===== config.mk =====
export PLATFORM = sky130hd
export DESIGN_NAME = rsq_sequencer
export DESIGN_NICKNAME = d
export VERILOG_FILES = /design/src/hw/rsq_pkg.sv /design/src/hw/rsq_sequencer.sv /design/src/hw/rsq_sync.sv
export VERILOG_INCLUDE_DIRS = /design/src /design/src/hw
export SDC_FILE = /design/constraint.sdc
export NUM_CORES = 1
export LEC_CHECK = 0
export ABC_AREA = 1
export BUFFER_PORTS_ARGS = -buffer_cell sky130_fd_sc_hd__buf_2
export CAP_MARGIN = 20
export CORE_MARGIN = 2
export CORE_UTILIZATION = 49
export CTS_CLUSTER_SIZE = 30
export DETAILED_ROUTE_END_ITERATION = 12
export HOLD_SLACK_MARGIN = 0.03
export PLACE_DENSITY = 0.69
export SYNTH_ARGS = -nofsm -noshare
export SYNTH_HDL_FRONTEND = slang
export SYNTH_HIERARCHICAL = 1
export SYNTH_SLANG_ARGS = --single-unit

===== constraint.sdc =====
create_clock -name clock -period 1.5 [get_ports clock]
set_input_delay 0.3 -clock clock [delete_from_list [all_inputs] [get_ports clock]]
set_output_delay 0.3 -clock clock [all_outputs]
set_load 0.02 [all_outputs]

===== src/hw/rsq_defs.svh =====
`ifndef RSQ_DEFS_SVH
`define RSQ_DEFS_SVH
`define RSQ_MIN_PULSE      4
`define RSQ_EXTEND_CYCLES  4096
`define RSQ_LOCK_DELAY     2
`define RSQ_CFG_WIDTH      16
`define RSQ_CLK_PERIOD_NS  8
`define RSQ_OSC_UP_US      100
`define RSQ_PLL_LOCK_US    100
`endif


===== src/hw/rsq_pkg.sv =====
`include "rsq_defs.svh"
package rsq_pkg;
    typedef enum logic [1:0] {
        RSQ_IDLE   = 2'b00,
        RSQ_PORLOW = 2'b01,
        RSQ_EXTEND = 2'b11
    } rsq_state_t;
endpackage


===== src/hw/rsq_sequencer.sv =====
`include "rsq_defs.svh"
module rsq_sequencer
    import rsq_pkg::*;
#(
    parameter int CFG_WIDTH  = `RSQ_CFG_WIDTH,
    parameter int MIN_PULSE  = `RSQ_MIN_PULSE,
    parameter int EXTEND     = `RSQ_EXTEND_CYCLES,
    parameter int LOCK_DELAY = `RSQ_LOCK_DELAY
) (
    // Clock and reset
    input  wire logic                 clock,
    input  wire logic                 rst_n,
    // Reset pins, open drain for hard and soft reset
    input  wire logic                 power_on_reset_n,
    input  wire logic                 hard_reset_n_in,
    output logic                      hard_reset_n_out,
    output logic                      hard_reset_n_oe_n,
    input  wire logic                 soft_reset_n_in,
    output logic                      soft_reset_n_out,
    output logic                      soft_reset_n_oe_n,
    // Internal results
    output logic                      internal_reset_n,
    output logic                      soft_reset_req,
    // Configuration word
    input  wire logic [CFG_WIDTH-1:0] cfg_pins,
    output logic      [CFG_WIDTH-1:0] cfg_word,
    output logic                      cfg_locked
);
    localparam int CW = $clog2(EXTEND + 1);

    logic [2:0]     pins_sync;
    rsq_state_t     state;
    rsq_state_t     next_state;
    logic [CW-1:0]  count;
    logic [CW-1:0]  next_count;
    logic [2:0]     hard_width;
    logic [2:0]     soft_width;
    logic [2:0]     por_width;
    logic           hard_valid;
    logic           por_valid;
    logic [1:0]     lock_count;
    logic [CFG_WIDTH-1:0] cfg_sync;
    logic [2:0]     drive_hist;

    rsq_sync #(
        .WIDTH(3)
    ) u_sync (
        .clock   (clock),
        .rst_n   (rst_n),
        .async_in({power_on_reset_n, hard_reset_n_in, soft_reset_n_in}),
        .sync_out(pins_sync)
    );

    // Straps are pins too; they pass the same two stages
    rsq_sync #(
        .WIDTH(CFG_WIDTH)
    ) u_cfg_sync (
        .clock   (clock),
        .rst_n   (rst_n),
        .async_in(cfg_pins),
        .sync_out(cfg_sync)
    );

    // Hard and soft pins held low during power-on and extension
    wire drive_low = (state != RSQ_IDLE);

    // Own pull-down comes back on the inputs; ignore it until the
    // released level has passed both synchroniser stages
    wire own_drive = drive_low || (|drive_hist);

    // Active low: a synchronised zero means asserted
    wire por_act      = ~pins_sync[2];
    wire hard_pin_low = ~pins_sync[1];
    wire hard_act     = hard_pin_low && !own_drive;
    wire soft_act     = ~pins_sync[0] && !own_drive;
    // Capture follows the pin level, own drive included
    wire pin_low      = por_act || hard_pin_low;

    function automatic logic [2:0] width_step(input logic act, input logic [2:0] w);
        if (!act)
            return 3'h0;
        else if (w == 3'(MIN_PULSE))
            return w;
        else
            return w + 3'h1;
    endfunction

    // One below the minimum plus the current active clock makes the full width
    wire hard_long = (hard_width >= 3'(MIN_PULSE - 1));
    wire soft_long = (soft_width >= 3'(MIN_PULSE - 1));
    wire por_long  = (por_width  >= 3'(MIN_PULSE - 1));

    // Release edges of pulses that met the minimum width
    wire hard_rel = hard_valid && !hard_act;
    wire por_rel  = por_valid && !por_act;
    wire any_act  = por_act || hard_act;

    wire ext_done = (count == CW'(EXTEND - 1));

    always_comb begin
        next_state = state;
        next_count = count;
        unique case (state)
            RSQ_IDLE: begin
                if (por_act) begin
                    next_state = RSQ_PORLOW;
                end else if (hard_rel) begin
                    next_state = RSQ_EXTEND;
                    next_count = '0;
                end
            end
            RSQ_PORLOW: begin
                if (por_rel) begin
                    next_state = RSQ_EXTEND;
                    next_count = '0;
                end else if (!por_act) begin
                    // Short pulse: nothing recognised
                    next_state = RSQ_IDLE;
                end
            end
            RSQ_EXTEND: begin
                if (any_act) begin
                    // Reassertion restarts the extension count
                    next_state = por_act ? RSQ_PORLOW : RSQ_EXTEND;
                    next_count = '0;
                end else if (ext_done) begin
                    next_state = RSQ_IDLE;
                    next_count = '0;
                end else begin
                    next_count = count + CW'(1);
                end
            end
            default: begin
                next_state = RSQ_IDLE;
                next_count = '0;
            end
        endcase
    end

    always_ff @(posedge clock) begin
        if (!rst_n) begin
            state      <= RSQ_PORLOW;
            count      <= '0;
            hard_width <= 3'h0;
            soft_width <= 3'h0;
            por_width  <= 3'h0;
            hard_valid <= 1'b0;
            por_valid  <= 1'b0;
            drive_hist <= 3'h7;
        end else begin
            drive_hist <= {drive_hist[1:0], drive_low};
            state      <= next_state;
            count      <= next_count;
            hard_width <= width_step(hard_act, hard_width);
            soft_width <= width_step(soft_act, soft_width);
            por_width  <= width_step(por_act, por_width);
            hard_valid <= hard_act && hard_long;
            por_valid  <= por_act && por_long;
        end
    end

    // Next state covers the clock in which a release is recognised
    wire int_hold = drive_low || (next_state != RSQ_IDLE) || hard_act;

    always_ff @(posedge clock) begin
        if (!rst_n) begin
            hard_reset_n_oe_n <= 1'b0;
            soft_reset_n_oe_n <= 1'b0;
            internal_reset_n  <= 1'b0;
            soft_reset_req    <= 1'b0;
        end else begin
            hard_reset_n_oe_n <= ~drive_low;
            soft_reset_n_oe_n <= ~drive_low;
            internal_reset_n  <= ~int_hold;
            soft_reset_req    <= soft_act && soft_long && !drive_low;
        end
    end

    assign hard_reset_n_out = 1'b0;
    assign soft_reset_n_out = 1'b0;

    // Config word follows pins during reset, freezes two clocks after release
    always_ff @(posedge clock) begin
        if (!rst_n) begin
            lock_count <= 2'h0;
            cfg_locked <= 1'b0;
            cfg_word   <= '0;
        end else if (pin_low) begin
            lock_count <= 2'h0;
            cfg_locked <= 1'b0;
            cfg_word   <= cfg_sync;
        end else if (!cfg_locked) begin
            cfg_word   <= cfg_sync;
            lock_count <= lock_count + 2'h1;
            cfg_locked <= (lock_count == 2'(LOCK_DELAY - 1));
        end
    end
endmodule // rsq_sequencer


===== src/hw/rsq_sync.sv =====
module rsq_sync #(
    parameter int WIDTH = 3
) (
    input  wire logic             clock,
    input  wire logic             rst_n,
    input  wire logic [WIDTH-1:0] async_in,
    output logic      [WIDTH-1:0] sync_out
);
    logic [WIDTH-1:0] stage1;

    // Reset to asserted: no false release seen while the stages refill
    always_ff @(posedge clock) begin
        if (!rst_n) begin
            stage1   <= '0;
            sync_out <= '0;
        end else begin
            stage1   <= async_in;
            sync_out <= stage1;
        end
    end
endmodule // rsq_sync


# --- After elaboration in Yosys (flattened, before gate mapping) ---
# Cells that the tools add are included.
classes:
  add_sub_neg: 5
  n_mul: 0
  div_mod_pow: 0
  magnitude_cmp: 3
  eq_ne: 11
  n_shift: 0
  n_mux: 17
  bitwise: 6
  n_reduce_logical: 25
ops:
  columns: ["op", "n"]
  rows:
  - ["13-bit 2-to-1 mux", 5]
  - ["13-bit one-hot mux with 3 select lines", 1]
  - ["16-bit 2-to-1 mux", 2]
  - ["2-bit 2-to-1 mux", 7]
  - ["13-bit by 1-bit adder with 13-bit output, second input constant", 1]
  - ["13-bit by 12-bit == test with 1-bit output, second input constant", 1]
  - ["3-bit by 1-bit adder with 3-bit output, second input constant", 3]
  - ["3-bit == test, second input constant", 3]
  - ["3-bit by 2-bit >= comparator with 1-bit output, second input constant", 3]
  - ["1-bit logical AND", 8]
  - ["1-bit NOT", 6]
  - ["2-bit one-hot mux with 3 select lines", 1]
  - ["1-bit logical OR", 5]
  - ["2-bit by 1-bit == test with 1-bit output, second input constant", 2]
  - ["2-bit by 1-bit inequality test with 1-bit output, second input constant", 2]
  - ["2-bit inequality test, second input constant", 2]
  - ["2-bit AND reduction", 2]
  - ["2-bit nonzero test", 2]
  - ["2-bit OR reduction", 2]
  - ["1-bit zero test", 3]
  - ["3-bit AND reduction", 1]
  - ["3-bit OR reduction", 1]
  - ["2-bit by 1-bit adder with 2-bit output, second input constant", 1]
  - ["2-bit == test, second input constant", 1]
  - ["other kinds (2)", 2]
word_totals:
  register_bits: 89
  latchBits: 0
  ram_bits: 0
  mem_bits_ro: 0
  input_bits: 21
  word_cells: 85
  memories: 0

# --- Depth between registers and ports, before layout ---
logic_depth:
  ltp_word: 13
  depth_mapped: 10
  mapped_depth_nobuf: 10

# --- By module ---
# The synthesis kept the hierarchy.
by_module_without_submodules:
  columns: ["mod", "n_inst", "cells_each", "area_each_um2", "seq_area_each_um2"]
  rows:
  - ["rsq_sequencer", 1, 321, 2407.3, 1021.0]
  - ["rsq_sync at u_cfg_sync", 1, 99, 914.6, 640.6]
  - ["rsq_sync at u_sync", 1, 18, 165.2, 120.1]

# --- Worst setup path before layout ---
# OpenSTA, ideal clock, no wires.
synth_path:
  path_kind: "register to register"
  from: "register count[0]"
  to: "register count[9]"
  setup_time_ps: 111
  t_arrival_ps: 1273
  setup_slack_ps: 116
  path_stages_with_launch: 11
  path_buffers: 0
  synth_period_minus_slack_ps: 1384
  path_cell_list: "dfxtp_1 > ha_1 > nand2_1 > nor2_4 > nand2_2 > nor2_4 > nor2_2 > nand2_1 > nand3_1 > nand2_1 > nor2_1"
synth_via:
  elab_chain_cells: 4
  elab_cells_between_ends: 5
  cone_classes: "add/sub: 1; eq/ne: 1; mux: 3"
synth_lines:
  columns: ["item", "line_no", "rtl"]
  rows:
  - ["start, declared", "rsq_sequencer.sv:34", "logic [CW-1:0] count;"]
  - ["start signal, assigned", "rsq_sequencer.sv:153", "count <= next_count;"]
  - ["13-bit by 1-bit adder with 13-bit output or 13-bit by 12-bit == test with 1-bit output (tied branches)", "rsq_sequencer.sv:130, rsq_sequencer.sv:98", null]
  - ["13-bit 2-to-1 mux *", "rsq_sequencer.sv:126", "end else if (ext_done) begin"]
  - ["13-bit 2-to-1 mux *", "rsq_sequencer.sv:122", "if (any_act) begin"]
  - ["13-bit one-hot mux with 3 select lines *", "rsq_sequencer.sv:103", "unique case (state)"]
# Every way passes the cells marked *; elsewhere a longest branch is shown, timed or not.
# A chain may end at the register's enable or synchronous reset.

# --- Worst setup path in the final report ---
layout_path:
  from: "register count[1]"
  to: "register count[9]"
# Same word-level chain as after synthesis.

==> impl_metrics.py <==
metrics = {
    "outcome": {
        "status": "complete, no violations",
    },
    "setup_path": {
        "worstPathRequired_ns": 1.75,
        "start_kind": "flip-flop",
        "end_kind": "flip-flop",
        "cp_max_fo": 6,
        "timing.rr.start": "count[1]",
        "critical_path_class": "reg2reg",
        "arrival_ns": 1.65,
        "worstSetupStartpoint": "count[1]",
    },
    "clock_network": {
        "cts-root-buf": "clkbuf_8",
        "clkTransAtPathRegs_ns": 0.08,
        "numCtsBuffers": 9,
        "clock_latency_ns": 0.35,
        "ctsHtreeMaxLevel": 3,
        "cts_tree": "done",
        "cts_buffer_depth": 2,
        "numClockSinks": 89,
    },
    "floorplanning": {
        "die_x_um": 88.4,
        "fp.coreArea_um2": 6830,
        "initial_core_util": 0.510,
        "io_pins": 44,
        "fp.dieH_um": 88.4,
        "rows": 30,
        "die_area_um2": 7810,
    },
    "global_route": {
        "grt_overflow": 0,
        "grtUsageTotal": 0.166,
        "antenna_found_initial": 0,
        "grt_max_degree": 59,
        "grt_pass1_wl_mm": 10.1,
        "grt_pass1_vias": 2412,
    },
    "layout": {
        "layout-drive-gt1-share": 0.191,
        "layout_common_cells": "nand2_1 (91), inv_1 (85), dfxtp_1 (85)",
        "diodes": 0,
        "fillers": 646,
        "syn2layout_area_growth_pct": 15.2,
        "fin_util": 0.588,
        "nets": 516,
        "final_common_cell": "nand2_1",
        "post-route-cell-area_um2": 4020,
        "final_cells": 584,
    },
    "timing": {
        "fin_skew_ns": 0.00477,
        "period_minus_slack_ns": 1.40,
        "finalHoldViolCount": 0,
        "holdWs_ns": 0.126,
        "max_freq_mhz": 714,
        "setup_tns_ns": 0,
        "slew_violations": 0,
        "finalCritPeriodShare": 0.934,
        "final-setup-viol-count": 0,
    },
    "drt": {
        "drt-initial-drc-count": 115,
        "wl_mm": 5.90,
        "ant_nets": 0,
        "viasPerCell": 4.55,
        "num_vias": 2657,
        "first_pass_iters": 4,
        "routedWlPerCell_um": 10.1,
        "drc": 0,
    },
    "place": {
        "gp_congestion": 0.874,
        "numPortBuffers": 41,
        "dp_hpwl_mm": 4.03,
        "dp_cells": 567,
        "placed_cell_area_um2": 3790,
    },
    "logic_synthesis": {
        "synth-seq-area-share": 0.511,
        "ys_ff_latch": 89,
        "yosysWarnings": 6,
        "syn-instance-count": 438,
        "yosysUniqueCellTypes": 28,
        "syn_avg_cell_area_um2": 7.96,
        "syn_area_um2": 3490,
    },
    "power_and_ir_drop": {
        "powerDensity_nw_per_um2": 1080,
        "power_leakage_uw": 0.00190,
        "irDropWorstVdd_mv": 0.731,
    },
    "worst_hold_path": {
        "hp-start": "cfg_pins[10]",
        "min_path_type": "in2reg",
    },
    "flow_run": {
        "maxCapViolCount": 0,
    },
}
## stage by stage
step,worst slack [ns],total power (µW)
finish,0.0994,4320
global placement,0.0973,2770
CTS,0.00689,4370
detailed placement,0.0257,2780
floorplan,0.116,2710
global route,-0.000412,4540
## repair_timing
action | 4_1_cts | 5_1_grt
hold buffers | 0 | 0
buffers inserted | 0 | 2
resized for setup | 0 | 8
setup endpoints to repair | 0 | 9
hold endpoints to repair | 0 | 0
## registers in the layout (all words and copies together), names as in the netlist
signal,cells
soft_reset_req,1
drive_hist,3
por_width,3
hard_width,3
lock_count,2
count,13
soft_width,3
soft_reset_n_oe_n,1
cfg_word,16
u_sync/stage1,3
u_sync/sync_out,3
u_cfg_sync/sync_out,16
internal_reset_n,1
state,2
hard_valid,1
por_valid,1
cfg_locked,1
u_cfg_sync/stage1,16
## final timing paths
check	depth (start not counted)	slack [ns]	endpoint
worst min register to register	2	0.41	u_cfg_sync/sync_out[14]
worst min-delay path	3	0.13	u_cfg_sync/stage1[10]
worst max register to register	10	0.1	count[9]
worst max-delay path	10	0.1	count[9]
## power breakdown
group	leakage, µW	internal (µW)	switching, µW
Combinational	0.00109	92.2	153
Clock	0.0000840	765	832
Sequential	0.000730	2440	34.6
## layout make-up
cell class / instances / area [µm²] / area share
tap: 96 / 120 / 0.0299
timing repair buffer: 51 / 305 / 0.0760
clock buffer: 9 / 124 / 0.0308
clock inverter: 6 / 68.8 / 0.0171
multi-input combinational: 247 / 1290 / 0.321
sequential: 89 / 1790 / 0.445
inverter: 86 / 323 / 0.0803
## worst max-delay path: stages, from the launching register on
cell     delay (ns)
dfxtp_2        0.38
ha_4           0.15
nand2_2        0.07
nor2_4         0.17
nand2_2        0.10
nor2_4         0.15
nor2_2         0.07
nand2_1        0.06
nand3_1        0.06
nand2_1        0.06
nor2_1         0.04
## per-layer routing
layer,wire (µm),part of all wire,GRT usage
met3,303,0.051,0.0532
met1,2690,0.46,0.195
met2,2800,0.48,0.277
met4,100,0.017,0.0758
met5,0,0,0
## synthesized netlist by cell type (all sizes together)
cell type	n	area (µm²)
a21oi	41	220
a31oi	2	12.5
buf	12	95.1
clkbuf	5	18.8
conb	1	3.75
dfxtp	89	1780
ha	11	138
inv	86	323
nand2	95	364
nand3	23	133
nand4	12	75.1
nor2	30	143
nor3	1	5.00
o21a	1	7.51
o21ai	20	100
o21bai	1	7.51
or2	4	25.0
xor2	4	35.0
## logic make-up (layout without fill, tap and decap cells)
kind of cell	Yosys count	in the layout	synth area share
XOR/XNOR	4	4	0.0100
flip-flops	89	89	0.511
other	1	2	0.00108
AND/OR/NAND/NOR	165	165	0.213
adder cells (fa/ha/maj)	11	11	0.0395
AO/OA/AOI/OAI	65	65	0.0997
buffers and inverters	103	152	0.125
Note: power is estimated with default switching activity, not from simulation.
